==> src/rtl/cws_pkg.sv <==
// Package with register map, field positions and shared types of the waveform shutdown controller.
package cws_pkg;
    // Register byte addresses on the Avalon-MM bus (word aligned).
    localparam logic [3:0] ADDR_CONTROL_0   = 4'h0;
    localparam logic [3:0] ADDR_SHUTDOWN    = 4'h4;
    localparam logic [3:0] ADDR_DEADBAND_R  = 4'h8;
    localparam logic [3:0] ADDR_DEADBAND_F  = 4'hc;
    localparam logic [3:0] ADDR_IRQ_STATUS  = 4'h0;
    localparam logic [3:0] ADDR_IRQ_MASK    = 4'h4;
    localparam logic [0:0] PAGE_CORE        = 1'h0;
    localparam logic [0:0] PAGE_IRQ         = 1'h1;

    // Control register 0 field positions.
    localparam int C0_MODULE_EN  = 7;
    localparam int C0_OE_B       = 6;
    localparam int C0_OE_A       = 5;
    localparam int C0_POL_B      = 4;
    localparam int C0_POL_A      = 3;
    localparam int C0_CLK_SEL    = 0;
    localparam logic [7:0] C0_WMASK = 8'hf9;

    // Shutdown control field positions.
    localparam int SD_ACTIVE     = 7;
    localparam int SD_AUTO_RST   = 6;
    localparam int SD_LVL_B      = 5;
    localparam int SD_LVL_A      = 4;
    localparam int SD_SRC_HI     = 1;
    localparam logic [7:0] SD_WMASK = 8'hf3;

    localparam logic [7:0] RESET_BYTE  = 8'h00;
    localparam int         DB_W        = 6;
    localparam logic [5:0] DB_ZERO     = 6'h00;
    localparam logic [5:0] DB_ONE      = 6'h01;

    // Interrupt event bits.
    localparam int EV_SHUTDOWN = 0;
    localparam int EV_RESTART  = 1;
    localparam int EV_W        = 2;

    typedef enum logic [1:0] {
        CWS_RUN,
        CWS_SHUTDOWN,
        CWS_WAIT_EDGE
    } cws_state_e;

    typedef enum logic [1:0] {
        CWS_PH_LOW,
        CWS_PH_RISE_DB,
        CWS_PH_HIGH,
        CWS_PH_FALL_DB
    } cws_phase_e;

    // Pin group: output level and output enable (low while driving).
    typedef struct packed {
        logic a_out;
        logic a_oe_n;
        logic b_out;
        logic b_oe_n;
    } cws_pins_s;
endpackage

==> src/rtl/cws_ctrl.sv <==
// Complementary waveform generator with shutdown override, restart control and register slave.
//
// Contract
// RL1: Software makes pins inputs, disables, sets dead bands, shutdown, source, clock/polarity/enables, enables, then drives pins.
// RL2: Software programs both override levels before enabling because the unit starts in shutdown.
// RL3: During configuration software sets shutdown_active and clears auto_restart_enable to hold the overrides.
// RL4: Software starts waveforms by setting auto_restart_enable or by clearing shutdown_active.
// RL5: In shutdown each pin is driven to its own override level, A from field A and B from field B.
// RL6: Override levels are applied without the polarity inversion.
// RL7: auto_restart_enable chooses automatic or software recovery; when clear only a software write ends shutdown.
// RL8: A software clear of shutdown_active is ignored while any selected shutdown input is high.
// RL9: With auto restart, shutdown_active clears by itself once all selected shutdown inputs are low.
// RL10: After shutdown_active clears the overrides stay until the next rising input edge, then waveforms resume.
// RL11: Setting shutdown_active from software forces shutdown at once.
// RL12: A clear output enable releases its pin; a set one applies override or waveform.
// RL13: While module_enable is clear, enables and drive levels have no effect on the pins.
// RL14: Dead-band timing runs off system clock or fast oscillator per clock_source_select.
// RL15: Control 0 holds enable at bit 7, B/A enables at 6/5, B/A polarity at 4/3 and clock select at bit 0.
`timescale 1ns/1ps
module cws_ctrl
    import cws_pkg::*;
(
    input  wire logic        ref_clk,
    input  wire logic        rstn,
    input  wire logic [4:0]  avs_address,
    input  wire logic        avs_read,
    input  wire logic        avs_write,
    input  wire logic [31:0] avs_writedata,
    input  wire logic [3:0]  avs_byteenable,
    output logic      [31:0] avs_readdata,
    output logic             avs_waitrequest,
    input  wire logic        wave_in,
    input  wire logic [1:0]  shutdown_in,
    input  wire logic        fast_osc_tick,
    output cws_pins_s        pins,
    output logic             irq
);
    // Registers.
    logic [7:0]       ctrl0_ff;
    logic [7:0]       sd_ff;
    logic [5:0]       db_rise_ff;
    logic [5:0]       db_fall_ff;
    logic [EV_W-1:0]  irq_stat_ff;
    logic [EV_W-1:0]  irq_mask_ff;
    logic             ack_ff;
    logic [31:0]      rdata_ff;
    logic             wave_d_ff;
    cws_state_e       state_ff;
    cws_phase_e       phase_ff;
    logic [5:0]       db_cnt_ff;
    cws_pins_s        pins_ff;
    logic             irq_ff;
    logic             waitreq_ff;

    // Combinational decode and next pin values.
    logic             req;
    logic             wr_hit;
    logic             fault;
    logic             rise_edge;
    logic             fall_edge;
    logic             db_tick;
    logic             sw_set;
    logic             sw_clr;
    logic             hw_clr;
    logic [EV_W-1:0]  ev;
    logic             wave_a;
    logic             wave_b;
    logic             nxt_a_out;
    logic             nxt_a_oe_n;
    logic             nxt_b_out;
    logic             nxt_b_oe_n;

    // Byte lane 0 merge honouring a write mask; other lanes hold nothing.
    // Upper lanes carry nothing because no register is wider than one byte.
    function automatic logic [7:0] merge_byte(input logic [7:0] old, input logic [31:0] wd,
                                              input logic [3:0] be, input logic [7:0] wmask);
        merge_byte = be[0] ? ((old & ~wmask) | (wd[7:0] & wmask)) : old;
    endfunction

    // Address compare with the page bit in address bit 4.
    // Every address bit is compared, so no register shows up at a second address.
    function automatic logic hit(input logic [4:0] a, input logic [0:0] pg, input logic [3:0] off);
        hit = (a[4] == pg[0]) && (a[3:0] == off);
    endfunction

    // One-cycle answer: waitrequest is high by default and drops for a single cycle per request.
    // A request held through its answer cycle is masked by ack_ff and never lands twice.
    assign req    = (avs_read || avs_write) && !ack_ff;
    assign wr_hit = avs_write && !ack_ff;

    // Combined shutdown level from the selected sources; a source counts only if selected.
    // Sources are levels: while a selected one stays high no write can clear the active bit.
    assign fault     = |(shutdown_in & sd_ff[SD_SRC_HI:0]);
    assign rise_edge = wave_in && !wave_d_ff;
    assign fall_edge = !wave_in && wave_d_ff;
    // Dead-band counting advances per system clock or per fast-oscillator tick. [RL14]
    assign db_tick   = ctrl0_ff[C0_CLK_SEL] ? fast_osc_tick : 1'b1;

    // Software set and clear of the active bit; a write with lane 0 disabled touches neither.
    assign sw_set = wr_hit && hit(avs_address, PAGE_CORE, ADDR_SHUTDOWN) && avs_byteenable[0]
                    && avs_writedata[SD_ACTIVE];
    assign sw_clr = wr_hit && hit(avs_address, PAGE_CORE, ADDR_SHUTDOWN) && avs_byteenable[0]
                    && !avs_writedata[SD_ACTIVE];
    // Hardware clear needs auto restart, otherwise only software may end shutdown. [RL7] [RL9]
    assign hw_clr = sd_ff[SD_AUTO_RST] && !fault;

    // Bus handshake and read data. A request is committed at the edge where it is first seen;
    // waitrequest drops after that edge, which costs nothing since the master holds until then.
    // Read data are captured at that same edge and stand while waitrequest is low.
    always_ff @(posedge ref_clk or negedge rstn) begin
        if (!rstn) begin
            ack_ff     <= 1'b0;
            waitreq_ff <= 1'b1;
            rdata_ff   <= 32'h0000_0000;
        end else begin
            ack_ff     <= req;
            waitreq_ff <= !req; // Registered so the port comes straight from a flip-flop.
            if (req && avs_read) begin
                if (hit(avs_address, PAGE_CORE, ADDR_CONTROL_0)) begin
                    rdata_ff <= {24'h00_0000, ctrl0_ff};
                end else if (hit(avs_address, PAGE_CORE, ADDR_SHUTDOWN)) begin
                    rdata_ff <= {24'h00_0000, sd_ff};
                end else if (hit(avs_address, PAGE_CORE, ADDR_DEADBAND_R)) begin
                    rdata_ff <= {26'h000_0000, db_rise_ff};
                end else if (hit(avs_address, PAGE_CORE, ADDR_DEADBAND_F)) begin
                    rdata_ff <= {26'h000_0000, db_fall_ff};
                end else if (hit(avs_address, PAGE_IRQ, ADDR_IRQ_STATUS)) begin
                    rdata_ff <= {30'h0000_0000, irq_stat_ff};
                end else if (hit(avs_address, PAGE_IRQ, ADDR_IRQ_MASK)) begin
                    rdata_ff <= {30'h0000_0000, irq_mask_ff};
                end else begin
                    rdata_ff <= 32'h0000_0000; // Unmapped reads answer zero.
                end
            end
        end
    end

    // Control 0 and dead-band registers; reserved bits 2..1 stay zero.
    // The write mask drops reserved bits, so they always read back zero.
    always_ff @(posedge ref_clk or negedge rstn) begin
        if (!rstn) begin
            ctrl0_ff   <= RESET_BYTE;
            db_rise_ff <= DB_ZERO;
            db_fall_ff <= DB_ZERO;
        end else if (wr_hit) begin
            if (hit(avs_address, PAGE_CORE, ADDR_CONTROL_0)) begin
                ctrl0_ff <= merge_byte(ctrl0_ff, avs_writedata, avs_byteenable, C0_WMASK); // [RL15]
            end
            if (hit(avs_address, PAGE_CORE, ADDR_DEADBAND_R) && avs_byteenable[0]) begin
                db_rise_ff <= avs_writedata[DB_W-1:0];
            end
            if (hit(avs_address, PAGE_CORE, ADDR_DEADBAND_F) && avs_byteenable[0]) begin
                db_fall_ff <= avs_writedata[DB_W-1:0];
            end
        end
    end

    // Shutdown register; the active bit is also set by a fault level, which wins over any clear.
    // Auto and software clears share one path, so both are held off by a fault level.
    always_ff @(posedge ref_clk or negedge rstn) begin
        if (!rstn) begin
            sd_ff <= RESET_BYTE;
        end else begin
            if (wr_hit && hit(avs_address, PAGE_CORE, ADDR_SHUTDOWN)) begin
                sd_ff <= merge_byte(sd_ff, avs_writedata, avs_byteenable, SD_WMASK);
            end
            if (fault || sw_set) begin
                sd_ff[SD_ACTIVE] <= 1'b1; // [RL11]
            end else if (sw_clr || hw_clr) begin
                sd_ff[SD_ACTIVE] <= 1'b0; // Clear only with every selected input low. [RL8]
            end else begin
                sd_ff[SD_ACTIVE] <= sd_ff[SD_ACTIVE];
            end
        end
    end

    // Input delay for edge detection. It resets low, the idle level of the source;
    // a source already high at release counts as one rising edge.
    always_ff @(posedge ref_clk or negedge rstn) begin
        if (!rstn) begin
            wave_d_ff <= 1'b0;
        end else begin
            wave_d_ff <= wave_in;
        end
    end

    // Run state: shutdown holds overrides, then waits for a rising input edge before resuming.
    // Shutdown is not left while any selected source is high, whichever clear was used.
    always_ff @(posedge ref_clk or negedge rstn) begin
        if (!rstn) begin
            state_ff <= CWS_SHUTDOWN;
        end else begin
            if (sd_ff[SD_ACTIVE] || fault) begin
                state_ff <= CWS_SHUTDOWN;
            end else begin
                unique case (state_ff)
                    CWS_SHUTDOWN:  state_ff <= CWS_WAIT_EDGE;
                    CWS_WAIT_EDGE: state_ff <= rise_edge ? CWS_RUN : CWS_WAIT_EDGE; // [RL10]
                    CWS_RUN:       state_ff <= CWS_RUN;
                    default:       state_ff <= CWS_SHUTDOWN; // Unused code falls back to the safe state.
                endcase
            end
        end
    end

    // Dead-band sequencer: each input edge turns one side off at once and the other on after the count.
    // A zero count skips the wait; a pulse shorter than the count never turns the far side on.
    // Counting runs in shutdown too, so a restart edge always starts from a clean phase.
    always_ff @(posedge ref_clk or negedge rstn) begin
        if (!rstn) begin
            phase_ff  <= CWS_PH_LOW;
            db_cnt_ff <= DB_ZERO;
        end else if (rise_edge) begin
            phase_ff  <= (db_rise_ff == DB_ZERO) ? CWS_PH_HIGH : CWS_PH_RISE_DB;
            db_cnt_ff <= DB_ZERO;
        end else if (fall_edge) begin
            phase_ff  <= (db_fall_ff == DB_ZERO) ? CWS_PH_LOW : CWS_PH_FALL_DB;
            db_cnt_ff <= DB_ZERO;
        end else if (db_tick) begin
            unique case (phase_ff)
                CWS_PH_RISE_DB: begin
                    db_cnt_ff <= db_cnt_ff + DB_ONE;
                    if (db_cnt_ff + DB_ONE >= db_rise_ff) phase_ff <= CWS_PH_HIGH;
                end
                CWS_PH_FALL_DB: begin
                    db_cnt_ff <= db_cnt_ff + DB_ONE;
                    if (db_cnt_ff + DB_ONE >= db_fall_ff) phase_ff <= CWS_PH_LOW;
                end
                CWS_PH_LOW, CWS_PH_HIGH: db_cnt_ff <= DB_ZERO;
            endcase
        end
    end

    // Raw pair before polarity: A follows the high phase and B the low phase.
    assign wave_a = (phase_ff == CWS_PH_HIGH);
    assign wave_b = (phase_ff == CWS_PH_LOW);

    // Pin levels: overrides bypass polarity, disabled module or output releases the pin.
    // Overrides are one bit per pin; a pin that must float is released through its enable.
    always_comb begin
        if (state_ff == CWS_RUN && !sd_ff[SD_ACTIVE] && !fault) begin
            nxt_a_out = wave_a ^ ctrl0_ff[C0_POL_A];
            nxt_b_out = wave_b ^ ctrl0_ff[C0_POL_B];
        end else begin
            nxt_a_out = sd_ff[SD_LVL_A]; // [RL5] [RL6]
            nxt_b_out = sd_ff[SD_LVL_B]; // [RL5] [RL6]
        end
        nxt_a_oe_n = !(ctrl0_ff[C0_MODULE_EN] && ctrl0_ff[C0_OE_A]); // [RL12] [RL13]
        nxt_b_oe_n = !(ctrl0_ff[C0_MODULE_EN] && ctrl0_ff[C0_OE_B]); // [RL12] [RL13]
        if (!ctrl0_ff[C0_MODULE_EN]) begin
            nxt_a_out = 1'b0;
            nxt_b_out = 1'b0;
        end
    end

    // Pin register: each pin signal leaves the block from a flip-flop, one cycle after its cause.
    always_ff @(posedge ref_clk or negedge rstn) begin
        if (!rstn) begin
            pins_ff <= '{a_out: 1'b0, a_oe_n: 1'b1, b_out: 1'b0, b_oe_n: 1'b1};
        end else begin
            pins_ff <= '{a_out: nxt_a_out, a_oe_n: nxt_a_oe_n, b_out: nxt_b_out, b_oe_n: nxt_b_oe_n};
        end
    end

    // Events: entry into shutdown and resumption of waveforms.
    // Entry counts only from run or wait, so a shutdown that is merely held never re-fires it.
    assign ev[EV_SHUTDOWN] = (state_ff != CWS_SHUTDOWN) && (sd_ff[SD_ACTIVE] || fault);
    assign ev[EV_RESTART]  = (state_ff == CWS_WAIT_EDGE) && rise_edge && !sd_ff[SD_ACTIVE] && !fault;

    // Sticky status with write-one-to-clear; a new event wins over a clear in the same cycle,
    // so an event that lands on the clearing write is never lost.
    always_ff @(posedge ref_clk or negedge rstn) begin
        if (!rstn) begin
            irq_stat_ff <= 2'h0;
        end else if (wr_hit && hit(avs_address, PAGE_IRQ, ADDR_IRQ_STATUS) && avs_byteenable[0]) begin
            irq_stat_ff <= (irq_stat_ff & ~avs_writedata[EV_W-1:0]) | ev;
        end else begin
            irq_stat_ff <= irq_stat_ff | ev;
        end
    end

    // Interrupt mask with the same layout as the status register.
    always_ff @(posedge ref_clk or negedge rstn) begin
        if (!rstn) begin
            irq_mask_ff <= 2'h0;
        end else if (wr_hit && hit(avs_address, PAGE_IRQ, ADDR_IRQ_MASK) && avs_byteenable[0]) begin
            irq_mask_ff <= avs_writedata[EV_W-1:0];
        end
    end

    // Level interrupt, registered, so it lags the status by one cycle;
    // software sees it drop one cycle after the clearing write.
    always_ff @(posedge ref_clk or negedge rstn) begin
        if (!rstn) begin
            irq_ff <= 1'b0;
        end else begin
            irq_ff <= |(irq_stat_ff & irq_mask_ff);
        end
    end

    assign avs_readdata    = rdata_ff;
    assign avs_waitrequest = waitreq_ff;
    assign pins            = pins_ff;
    assign irq             = irq_ff;
endmodule // cws_ctrl

==> config.mk <==
export PLATFORM = sky130hd
export DESIGN_NAME = cws_ctrl
export DESIGN_NICKNAME = d
export VERILOG_FILES = /design/src/rtl/cws_pkg.sv /design/src/rtl/cws_ctrl.sv
export SDC_FILE = /design/constraint.sdc
export NUM_CORES = 1
export LEC_CHECK = 0
export BUFFER_PORTS_ARGS = -buffer_cell sky130_fd_sc_hd__buf_2
export CAP_MARGIN = 20
export CORE_MARGIN = 3
export CORE_UTILIZATION = 52
export DETAILED_ROUTE_END_ITERATION = 6
export PLACE_DENSITY = 0.8
export SLEW_MARGIN = 40
export SYNTH_ARGS = -nofsm -noshare
export SYNTH_HDL_FRONTEND = slang
export SYNTH_SLANG_ARGS = --single-unit
==> constraint.sdc <==
create_clock -name ref_clk -period 2.51 [get_ports ref_clk]
set_input_delay 0.1255 -clock ref_clk [delete_from_list [all_inputs] [get_ports ref_clk]]
set_output_delay 0.1255 -clock ref_clk [all_outputs]
set_load 0.005 [all_outputs]
# Yosys cells after proc, flatten, opt, wreduce, memory -nomap -nowiden

Index checks and enable logic that the tools add are counted.

Flip-flop bits (word level): 82
Output and inout bits: 38
Logic and storage cells: 133

Add/sub/neg operators: 1
Order comparisons: 2
Equal/unequal tests: 11
Mux-type cells: 29
Bitwise operators: 11
Reductions and logical operators: 60

Operator list:

| cell                | number |
|---|---|
| $mux 32             | 1 |
| $logic_and 1x1->1   | 30 |
| $mux 6              | 5 |
| $mux 2              | 12 |
| $ge 6x6->1          | 2 |
| $logic_not 6->1     | 2 |
| $pmux 6 s2          | 1 |
| $logic_not 1->1     | 9 |
| $eq 4x4->1 const B  | 2 |
| $mux 8              | 1 |
| $ne 4x4->1 const B  | 2 |
| $or 3x8->8          | 1 |
| $reduce_or 2->1     | 4 |
| $mux 1              | 7 |
| $or 4x7->7          | 1 |
| $add 6x1->6 const B | 1 |
| $and 2x2->2         | 3 |
| $eq 2x2->1 const B  | 3 |
| $pmux 2 s3          | 1 |
| $reduce_and 2->1    | 3 |
| $eq 2x1->1 const B  | 2 |
| $eq 4x3->1 const B  | 1 |
| $logic_not 2->1     | 2 |
| $logic_not 4->1     | 1 |
| other kinds (12)    | 17 |

# Logic depth before layout (Yosys ltp)

Gate-level depths: netlist (run 1).

Word-level depth: 8
Mapped depth: 8
Gate-level depth less buffers: 8

# Worst setup path before layout (run 1)

No wires, ideal clock.

Kind: reg2reg
From: reg db_cnt_ff[0]
To: reg phase_ff[1]
Library setup time: 87 ps
Arrival time: 2,019 ps
Required time: 2,423 ps
Slack: 404 ps
Cell stages (with the launch flop): 9
Clock period less this slack: 2,106 ps
Cells stage by stage: dfrtp_1 > ha_1 > nand3_1 > xnor2_1 > ha_1 > or4_1 > nand3_1 > nor3_1 > a211oi_2

Longest elaborated chain between the ends: 4

RTL lines:

| what                                 | line                             | text |
|---|---|---|
| from (decl)                          | cws_ctrl.sv:50                   | `logic [5:0] db_cnt_ff;` |
| from (signal assigned)               | cws_ctrl.sv:222                  | `db_cnt_ff <= db_cnt_ff + DB_ONE;` |
| from (signal assigned)               | cws_ctrl.sv:226                  | `db_cnt_ff <= db_cnt_ff + DB_ONE;` |
| $add 6x1->6 (*)                      | cws_ctrl.sv:223, cws_ctrl.sv:227 |  |
| $ge 6x6->1, on equally long branches | cws_ctrl.sv:227, cws_ctrl.sv:223 |  |
| $ne 4x4->1 (no line)                 | -                                |  |
| $reduce_and 4->1 (no line) (*)       | -                                |  |
| to (signal assigned)                 | cws_ctrl.sv:214                  | `phase_ff <= (db_rise_ff == DB_ZERO) ? CWS_PH_HIGH : CWS_PH_RISE_DB;` |
| to (signal assigned)                 | cws_ctrl.sv:217                  | `phase_ff <= (db_fall_ff == DB_ZERO) ? CWS_PH_LOW : CWS_PH_FALL_DB;` |
| to (decl)                            | cws_ctrl.sv:49                   | `cws_phase_e phase_ff;` |

Every way passes the cells marked *; elsewhere a longest branch is shown, timed or not.
A chain may end at the register's enable or synchronous reset.

# Final worst setup path (run 1)

Ends and elaborated chain as after synthesis.

==> results by group, run 1 <==
Drt
  • Via Count: 2170
  • Number of optimization iterations in the first detailed-route pass: 4
  • Average detailed-routed wire length per instance: 14.9 µm
  • Number of remaining DRC errors: 0
  • Routed wire length: 6110 µm
  • Remaining antenna violation count after routing: 0
  • Iter 0 DRT Violations: 83
  • Drt via density: 5.31

Timing
  • Max Slew Vio Count: 0
  • Final worst path period share: 95.2%
  • Final setup violation count: 0
  • Final hold slack: 0.0503 ns
  • Setup TNS: 0 ns
  • RSZ-0062 raised after global routing: no
  • Worst path setup slack after routing: 0.121 ns
  • Highest Clock Rate: 419 MHz
  • Worst slew pin tran: 0.690 ns
  • Slew headroom: 54.0%
  • Hold Violations, Final: 0
  • Time the worst path needs with I/O delays and setup: 2.39 ns
  • Worst clock skew on the final layout: 0.00962 ns

Placed design
  • Placement-stage cell area: 3200 µm²
  • HPWL reported at the end of detailed placement: 4670 µm
  • Post-Place Worst Slack: 0.163 ns
  • Number of buffer cells added on primary ports: 35
  • Final weighted congestion of routability-driven global placement: 0.930

Synth
  • Post-synth top flop: dfrtp_1
  • Post-synthesis cell type count: 55
  • Fraction of synthesis flops using an asynchronous set or reset pin: 100%
  • Number of enable-type register cells in the synthesized netlist: 0
  • Avg Cell Area, Syn: 10.3 µm²
  • Total number of yosys warnings: 0
  • Post-synth design cell area: 3030 µm²
  • Synthesized netlist cell count: 295
  • Number of register bits inferred by synthesis: 54
  • Sequential cell area fraction in the yosys report: 44.8%

Critical path
  • Critical path fanouts, max: 6
  • Slowest CP cell: or4_1
  • Worst path top cell family by delay: simple AND/OR/NAND/NOR gates
  • Crit path launch type: flop
  • Type of the worst setup path: reg2reg
  • CP Capture Type: flop
  • Maximum single-stage delay on the critical path: 0.54 ns
  • Worst EP required: 2.74 ns
  • Ordered list of cells on the worst path: ha_1 > nand3_1 > xnor2_2 > ha_1 > or4_1 > a21oi_1 > nor3_1 > a211oi_2
  • Critical path data arrival time: 2.62 ns
  • Most used cell along the critical path: ha_1
  • Count of buffering cells on the critical path with inverters included: 0

Global routing
  • Antenna violations before repair: 0
  • Pin count of the biggest net entering global routing: 32
  • First-pass GRT wire length: 10100 µm
  • Total global-route track usage: 19.9%
  • Total gr overflow: 0
  • Number of global-route vias before repair: 2096

Cells and area
  • Number of fill cells: 514
  • Number of antenna diodes: 0
  • Post-layout instance area: 3310 µm²
  • P&R area growth vs syn: 9.38%
  • End-of-flow core utilization: 59.4%
  • Net count reported at finish: 400
  • Fraction of final layout cells with drive strength greater than 1: 24.3%

Floorplan
  • Area of the die: 6770 µm²
  • Placement row count: 27
  • Die boundary height: 82.3 µm
  • I/O pin cnt: 87
  • Core box area: 5570 µm²
  • Initial core utilization: 54.3%
  • Die W: 82.3 µm

Clock tree
  • H-tree depth reported by CTS: 2
  • Sink Count: 54
  • Clock Path Buffers: 2
  • Clock tree from TritonCTS: built
  • Clock slew seen by the registers of the worst setup and hold paths: 0.10 ns
  • Root buffer cell: clkbuf_8
  • CTS Buf Count: 5
  • Clock Latency Late Sink: 0.31 ns
  • Post-CTS Setup Inserts: 0

Run
  • Max-capacitance violation count: 0

Power
  • Standby leakage power: 1.68 nW
  • Total power divided by cell area: 599 nW/µm²
  • Worst VDD drop: 310 µV

Hold path
  • Worst hold-check path type: in2reg

Outcome
  • Run status: completed
==> final timing paths <==
| kind | from | endpoint | slack (ns) | cells after the start |
|---|---|---|---|---|
| max reg2reg | db_cnt_ff[0]$_DFFE_PN0N_ | phase_ff[1]$_DFFE_PN0P_ | 0.12 | 8 |
| min | shutdown_in[1] | sd_ff[7]$_DFFE_PN0P_ | 0.05 | 3 |
| min in group asynchronous | rstn | db_fall_ff[5]$_DFFE_PN0P_ | 0.38 | 2 |
| min reg2reg | ctrl0_ff[5]$_DFFE_PN0P_ | pins[2]$_DFF_PN1_ | 0.43 | 1 |
| max | db_cnt_ff[0]$_DFFE_PN0N_ | phase_ff[1]$_DFFE_PN0P_ | 0.12 | 8 |
| max in group asynchronous | rstn | pins[0]$_DFF_PN1_ | 1.41 | 3 |
==> worst register-to-register path: stages, from the launching register on <==
cell,delay [ns]
dfrtp_1,0.46
ha_1,0.22
nand3_1,0.13
xnor2_2,0.18
ha_1,0.20
or4_1,0.54
a21oi_1,0.24
nor3_1,0.12
a211oi_2,0.23
==> where the power goes <==
group / leakage (nW) / internal, W / switching, W
sequential: 0.693 / 0.000980 / 0.000102
clock: 0.0452 / 0.000198 / 0.000283
combinational: 0.944 / 0.000191 / 0.000230
==> cells in the mapped netlist, types with 3 or more instances <==
library cell / instances / share of area (%)
dfrtp_1: 50 / 41
nand2_1: 38 / 4.7
buf_4: 25 / 6.2
o21ai_0: 22 / 3.6
mux2_2: 21 / 7.8
inv_1: 17 / 2.1
ha_1: 15 / 6.2
nor2_1: 12 / 1.5
nand2b_1: 7 / 1.4
nand3_1: 7 / 1.2
a21oi_1: 5 / 0.83
mux2i_1: 5 / 1.7
a22oi_1: 4 / 0.99
dfstp_2: 4 / 3.5
o211a_1: 4 / 1.3
and2_1: 3 / 0.62
nor2b_1: 3 / 0.62
nor3_1: 3 / 0.50
nor3b_1: 3 / 0.74
xnor2_1: 3 / 0.87
==> routing by layer <==
layer / global-route usage (%) / wire (µm)
met1: 27.4 / 2830
met2: 32.2 / 2890
met3: 3.69 / 332
met4: 4.98 / 59
met5: 0 / 0
==> registers in the layout, summed over array words and instances (netlist names) <==
signal	count
ack_ff	1
avs_readdata	8
avs_waitrequest	1
ctrl0_ff	6
db_cnt_ff	6
db_fall_ff	6
db_rise_ff	6
irq	1
irq_mask_ff	2
irq_stat_ff	2
phase_ff	2
pins	4
sd_ff	6
state_ff	2
wave_d_ff	1
==> cells by family (layout without fill, tap and decap cells) <==
family,Yosys count,after routing,share of synthesized area [%]
compound gates,54,54,12.6
xor+xnor,5,5,1.45
fa+ha+maj,15,15,6.20
buf+inv,46,65,8.84
flops,54,54,44.8
mux,26,26,9.46
other cells,1,24,0.124
simple gates,94,94,16.5
==> what timing repair did <==
action	4_1_cts	5_1_grt
endpoints found under the setup margin	0	1
hold buffers	2	0
hold endpoints to repair	27	0
resized for setup	0	1
==> per-stage QoR <==
stage               std cells  power (W)
finish                    409    0.00198
global route              409    0.00211
CTS                       409    0.00200
detailed placement        399    0.00151
global placement          399    0.00148
floorplan                 318    0.00138
==> layout by cell type (no fill, tap or decap), drive strengths merged, types with 12 or more instances in the layout <==
master / n
ha: 15
inv: 17
nand2: 38
mux2: 21
nor2: 12
buf: 38
conb: 24
o21ai: 23
dfrtp: 50
==> area by class of cell <==
type,instances,area [µm²],area share (%)
Sequential cell,54,1360,41.0
Clock buffer,6,72.6,2.19
Inverter,17,63.8,1.93
Multi-Input combinational cell,218,1500,45.2
Tap cell,72,90.1,2.72
Timing Repair Buffer,40,218,6.57
Clock inverter,2,13.8,0.416
(Power assumes the default switching activity.)
==> run 2: changes to the inputs <==
Settings changed: PLACE_DENSITY 0.8 to 0.83.
==> results by group, run 2 (synthesis results as in run 1) <==
Power
  • Share of power burned in the clock network: 28.3% (+4.1 points)
  • Total power divided by cell area: 627 nW/µm² (+4.6%)
  • Total internal power: 0.00147 W (+7.4%)
  • Sequential fraction of design power: 51.6% (-3.0 points)
  • Standby leakage power: 1.69 nW (+0.57%)
  • Net switching power figure: 0.000621 W (+1.1%)
  • Worst VDD drop: 280 µV (-9.7%)
  • Fraction of power spent switching nets: 29.7% (-1.3 points)
  • Share of power burned in combinational logic: 20.1% (-1.1 points)

Clock tree
  • PostCTS Resize Cnt: 0 (unchanged)
  • H-tree depth reported by CTS: 2 (unchanged)
  • Root buffer cell: clkbuf_8
  • CTS Buf Count: 5 (unchanged)
  • Clock Path Buffers: 2 (unchanged)
  • Clock tree from TritonCTS: built
  • Post-CTS Setup Inserts: 0 (unchanged)
  • Clock slew seen by the registers of the worst setup and hold paths: 0.10 ns (about the same)
  • Clock Latency Late Sink: 0.31 ns (about the same)
  • Sink Count: 54 (unchanged)

Floorplan
  • I/O pin cnt: 87 (unchanged)
  • Initial core utilization: 54.3% (unchanged)
  • Area of the die: 6770 µm² (unchanged)
  • Placement row count: 27 (unchanged)
  • Die W: 82.3 µm (unchanged)
  • Die boundary height: 82.3 µm (unchanged)
  • Core box area: 5570 µm² (unchanged)

Global routing
  • Pin count of the biggest net entering global routing: 29 (-9.4%)
  • Total global-route track usage: 20.7% (+0.81 points)
  • First-pass GRT wire length: 10600 µm (+4.8%)
  • Total gr overflow: 0 (unchanged)
  • Number of global-route vias before repair: 2186 (+4.3%)
  • Antenna violations before repair: 0 (unchanged)

Cells and area
  • Number of fill cells: 472 (-8.2%)
  • Most frequent cells in the layout: 50 x dfrtp_1, 38 x nand2_1, 35 x buf_2
  • Fraction of final layout cells with drive strength greater than 1: 24.6% (+0.22 points)
  • P&R area growth vs syn: 10.2%
  • Max reg flops: 8 (unchanged)
  • Net count reported at finish: 401 (+0.25%)
  • Commonest non-fill, non-tap cell in the layout: dfrtp_1
  • Number of antenna diodes: 0 (unchanged)

Timing
  • Hold Violations, Final: 0 (unchanged)
  • RSZ-0062 raised after global routing: no
  • Worst path setup slack after routing: 0.205 ns (+0.0838 ns)
  • Worst slew pin tran: 0.510 ns (-0.180 ns)
  • Slew headroom: 65.5% (+12 points)
  • Worst clock skew on the final layout: 0.00468 ns (-0.00494 ns)
  • Time the worst path needs with I/O delays and setup: 2.30 ns (-0.0838 ns)
  • Highest Clock Rate: 434 MHz (+3.6%)
  • Final setup violation count: 0 (unchanged)
  • Final worst path period share: 91.8% (-3.3 points)
  • Setup TNS: 0 ns (unchanged)
  • Final hold slack: 0.0401 ns (-0.0103 ns)
  • Max Slew Vio Count: 0 (unchanged)

Placed design
  • Post-Place Worst Slack: 0.254 ns (+0.0912 ns)
  • Number of buffer cells added on primary ports: 35 (unchanged)
  • HPWL reported at the end of detailed placement: 4650 µm (-0.36%)
  • Final weighted congestion of routability-driven global placement: 0.866 (-6.9%)

Hold path
  • Worst hold-check path type: in2reg

Critical path
  • Type of the worst setup path: reg2reg
  • Critical path data arrival time: 2.54 ns (-0.08 ns)
  • Maximum single-stage delay on the critical path: 0.55 ns (about the same)
  • R2R Setup Slk: 0.21 ns (+0.08 ns)
  • Ordered list of cells on the worst path: ha_1 > nand3_1 > xnor2_1 > ha_1 > or4_1 > nand3_1 > nor3_1 > a211oi_2
  • Critical path fanouts, max: 6 (unchanged)
  • Crit path launch type: flop
  • Worst EP required: 2.74 ns (about the same)
  • Slowest CP cell: or4_1
  • CP Capture Type: flop

Drt
  • Via Count: 2249 (+3.6%)
  • Number of remaining DRC errors: 0 (unchanged)
  • Remaining antenna violation count after routing: 0 (unchanged)
  • Average detailed-routed wire length per instance: 15.5 µm (+3.5%)
  • Iter 0 DRT Violations: 162 (+95%)
  • Number of optimization iterations in the first detailed-route pass: 5 (+1)
  • Drt via density: 5.49 (+3.4%)
  • Routed wire length: 6340 µm (+3.8%)

Run
  • Max-capacitance violation count: 0 (unchanged)

Outcome
  • Run status: completed
==> run 2: routing by layer <==
layer,vias to the layer above,track usage (%),part of all wire (%)
li1,1071,-,-
met1,1070,27.9,43
met2,95,33.7,48
met3,13,4.23,7.2
met4,0,5.81,1.9
met5,-,0,0
==> run 2: worst max-delay path: cells and delay by family (launching register included) <==
kind / cells / cell delay, ns
and+or+nand+nor: 4 / 0.86
adders and majority gates: 2 / 0.49
DFF: 1 / 0.45
xor gates and xnor gates: 1 / 0.23
AOI/OAI and AO/OA: 1 / 0.21
==> run 2: area by class of cell <==
type / count / area [µm²] / area share, %
sequential: 54 / 1360 / 40.6
inverter: 17 / 63.8 / 1.91
clock inverter: 3 / 43.8 / 1.31
clock buffer: 5 / 68.8 / 2.06
tap: 72 / 90.1 / 2.70
timing repair buffer: 41 / 225 / 6.75
multi-input combinational: 218 / 1490 / 44.6
==> run 2: through the flow <==
step / instances / cell area, µm² / utilization [%] / total power, W
finish: 410 / 3340 / 59.9 / 0.00209
global route: 410 / 3340 / 59.9 / 0.00222
CTS: 410 / 3340 / 59.9 / 0.00211
detailed placement: 400 / 3210 / 57.5 / 0.00150
global placement: 400 / 3210 / 57.5 / 0.00148
floorplan: 318 / 3110 / - / 0.00138
==> run 2: final timing paths <==
kind / start / cells past startpoint / end
max in group asynchronous: rstn / 3 / pins[2]$_DFF_PN1_
max: db_cnt_ff[0]$_DFFE_PN0N_ / 8 / phase_ff[1]$_DFFE_PN0P_
max reg2reg: db_cnt_ff[0]$_DFFE_PN0N_ / 8 / phase_ff[1]$_DFFE_PN0P_
min reg2reg: ctrl0_ff[6]$_DFFE_PN0P_ / 1 / pins[0]$_DFF_PN1_
min: avs_writedata[2] / 3 / db_rise_ff[2]$_DFFE_PN0P_
min in group asynchronous: rstn / 3 / avs_readdata[0]$_DFFE_PN0P_
==> run 2: repair_timing <==
action                     4_1_cts  5_1_grt
hold buffers                     2        0
hold endpoints to repair        51        0
setup endpoints to repair        0        0
==> run 2: power by group through the flow <==
stage / sequential [W] / combinational, W / clock [W]
5_1_grt: 0.00109 / 0.000477 / 0.000647
6_report: 0.00108 / 0.000420 / 0.000591
4_1_cts: 0.00108 / 0.000421 / 0.000608
3_3_place_gp: 0.00109 / 0.000392 / 0
3_5_place_dp: 0.00109 / 0.000410 / 0
2_1_floorplan: 0.00107 / 0.000312 / 0
==> run 3: changes to the inputs <==
Settings changed: CORE_UTILIZATION 52 to 42, PLACE_DENSITY 0.83 to default, PLACE_DENSITY_LB_ADDON from default to 0.25.
Clock period 2.51 ns to 3 ns, I/O delays scaled along.
==> results by group, run 3 (synthesis results as in run 1) <==
Cells and area
  • Number of antenna diodes: 0 (unchanged)
  • Fraction of final layout cells with drive strength greater than 1: 23.9% (-0.68 points)
  • Number of fill cells: 702 (+49%)
  • Commonest non-fill, non-tap cell in the layout: dfrtp_1
  • Max reg flops: 8 (unchanged)
  • Net count reported at finish: 398 (-0.75%)
  • Most frequent cells in the layout: 50 x dfrtp_1, 38 x nand2_1, 34 x buf_2
  • Post-layout instance area: 3330 µm² (-0.22%)
  • P&R area growth vs syn: 10.0%

Critical path
  • End of the worst register-to-register path: phase_ff[1]$_DFFE_PN0P_
  • Slowest CP cell: or4_1
  • Crit path launch type: flop
  • Maximum single-stage delay on the critical path: 0.52 ns (-0.03 ns)
  • Ordered list of cells on the worst path: ha_1 > nand3_1 > xnor2_1 > ha_1 > or4_1 > nand3_1 > nor3_1 > a211oi_2
  • Reg2reg start: db_cnt_ff[0]$_DFFE_PN0N_
  • Capturing element of the worst setup path: phase_ff[1]$_DFFE_PN0P_
  • Worst path top cell family by delay: simple AND/OR/NAND/NOR gates
  • R2R Setup Slk: 0.69 ns (+0.48 ns)
  • Reg2reg path depth: 8 (unchanged)
  • Type of the worst setup path: reg2reg
  • Worst EP required: 3.23 ns (+0.49 ns)
  • Critical path fanouts, max: 6 (unchanged)
  • Critical path data arrival time: 2.54 ns (about the same)
  • Critical path origin: db_cnt_ff[0]$_DFFE_PN0N_
  • CP Capture Type: flop
  • Total stage count of the critical path: 8 (unchanged)
  • Count of buffering cells on the critical path with inverters included: 0 (unchanged)

Timing
  • Worst clock skew on the final layout: 0.0126 ns (+0.00795 ns)
  • RSZ-0062 raised after global routing: no
  • Final setup violation count: 0 (unchanged)
  • Worst slew pin tran: 0.584 ns (+0.0740 ns)
  • Time the worst path needs with I/O delays and setup: 2.31 ns (+0.00901 ns)
  • Setup TNS: 0 ns (unchanged)
  • Final worst path period share: 77.1% (-15 points)
  • Slew headroom: 60.9% (-4.7 points)
  • Highest Clock Rate: 432 MHz (-0.39%)
  • Hold Violations, Final: 0 (unchanged)
  • Max Slew Vio Count: 0 (unchanged)

Clock tree
  • Post-CTS Setup Inserts: 0 (unchanged)
  • Clock Latency Late Sink: 0.32 ns (about the same)
  • Clock Path Buffers: 2 (unchanged)
  • CTS Buf Count: 5 (unchanged)
  • Sink Count: 54 (unchanged)
  • Root buffer cell: clkbuf_8
  • Clock slew seen by the registers of the worst setup and hold paths: 0.10 ns (about the same)
  • H-tree depth reported by CTS: 2 (unchanged)
  • Clock tree from TritonCTS: built

Placed design
  • Number of buffer cells added on primary ports: 35 (unchanged)
  • Placement-stage cell area: 3210 µm² (+0.23%)
  • HPWL reported at the end of detailed placement: 4780 µm (+2.7%)
  • Final weighted congestion of routability-driven global placement: 0.836 (-3.4%)

Floorplan
  • Placement row count: 30 (+11%)
  • Die boundary height: 90.9 µm (+10%)
  • Core box area: 6910 µm² (+24%)
  • Die W: 90.9 µm (+10%)
  • Initial core utilization: 43.8% (-10 points)
  • Area of the die: 8260 µm² (+22%)
  • I/O pin cnt: 87 (unchanged)

Drt
  • Remaining antenna violation count after routing: 0 (unchanged)
  • Number of remaining DRC errors: 0 (unchanged)
  • Via Count: 2146 (-4.6%)
  • Number of optimization iterations in the first detailed-route pass: 4 (-1)
  • Drt via density: 4.98 (-9.2%)
  • Routed wire length: 6160 µm (-2.9%)
  • Iter 0 DRT Violations: 90 (-44%)
  • Average detailed-routed wire length per instance: 14.3 µm (-7.6%)

Global routing
  • Antenna violations before repair: 0 (unchanged)
  • Total gr overflow: 0 (unchanged)
  • Total global-route track usage: 15.5% (-5.2 points)
  • Number of global-route vias before repair: 2161 (-1.1%)
  • First-pass GRT wire length: 10400 µm (-2.0%)
  • Pin count of the biggest net entering global routing: 37 (+28%)

Power
  • Standby leakage power: 1.67 nW (-1.4%)
  • Worst VDD drop: 235 µV (-16%)
  • Total power divided by cell area: 504 nW/µm² (-20%)
  • Total chip power: 0.00168 W (-20%)

Hold path
  • Worst hold-check path type: in2reg

Run
  • Max-capacitance violation count: 0 (unchanged)

Outcome
  • Run status: completed
## run 3: cell types whose count changed in the layout (fill, tap and decap cells not counted)
cell / before / now
clkinv_2: 1 / 0
buf_4: 4 / 2
clkinv_4: 0 / 1
inv_6: 1 / 2
bufinv_16: 1 / 0
buf_2: 35 / 34
## run 3: what timing repair did
item | 4_1_cts | 5_1_grt
endpoints found under the hold margin | 33 | 0
gates resized for setup | 0 | 0
hold buffers | 2 | 0
## run 3: how the worst min path moves through the flow
stage,from,end,cells after the start
floorplan,rstn,ack_ff$_DFF_PN0_,0
CTS,avs_writedata[2],db_rise_ff[2]$_DFFE_PN0P_,3
global route,avs_writedata[2],db_rise_ff[2]$_DFFE_PN0P_,3
finish,avs_writedata[2],db_rise_ff[2]$_DFFE_PN0P_,3
global placement,rstn,ack_ff$_DFF_PN0_,1
detailed placement,rstn,ack_ff$_DFF_PN0_,1
## run 3: area by class of cell
type / instances / area (µm²) / share of cell area [%]
multi-input cells: 218 / 1490 / 44.7
flip-flops and latches: 54 / 1360 / 40.7
repair buffers: 38 / 205 / 6.16
well taps: 96 / 120 / 3.61
clock buffers: 5 / 68.8 / 2.07
inverters: 17 / 63.8 / 1.92
clock inverters: 3 / 26.3 / 0.789
## run 3: per-stage QoR
stage / util (%) / std cells / setup slack, ns / hold slack [ns]
finish: 48.2 / 431 / 0.686 / 0.0631
global route: 48.2 / 431 / 0.495 / 0.0530
CTS: 48.2 / 431 / 0.657 / 0.0554
detailed placement: 46.5 / 421 / 0.687 / 0.292
global placement: 46.5 / 421 / 0.699 / 0.288
floorplan: - / 318 / 0.894 / -0.146
## run 3: where the power goes
part           leakage (nW)  switching [W]  total (W)  internal, W
combinational         0.926       0.000180   0.000339     0.000159
clock                0.0491       0.000264   0.000437     0.000173
sequential            0.693      0.0000816   0.000902     0.000820
## run 3: tightest hold or removal path: cells and delay by family
family          cells  cell delay [ns]
simple gates        1             0.04
buf+inv             1             0.09
compound gates      1             0.06
## run 3: per-layer routing
layer,vias up,track usage [%],share of wire (%)
li1,1062,-,-
met3,4,4.08,4.1
met1,1028,20.7,47
met2,52,25.4,48
met5,-,0,0
met4,0,3.39,0.71
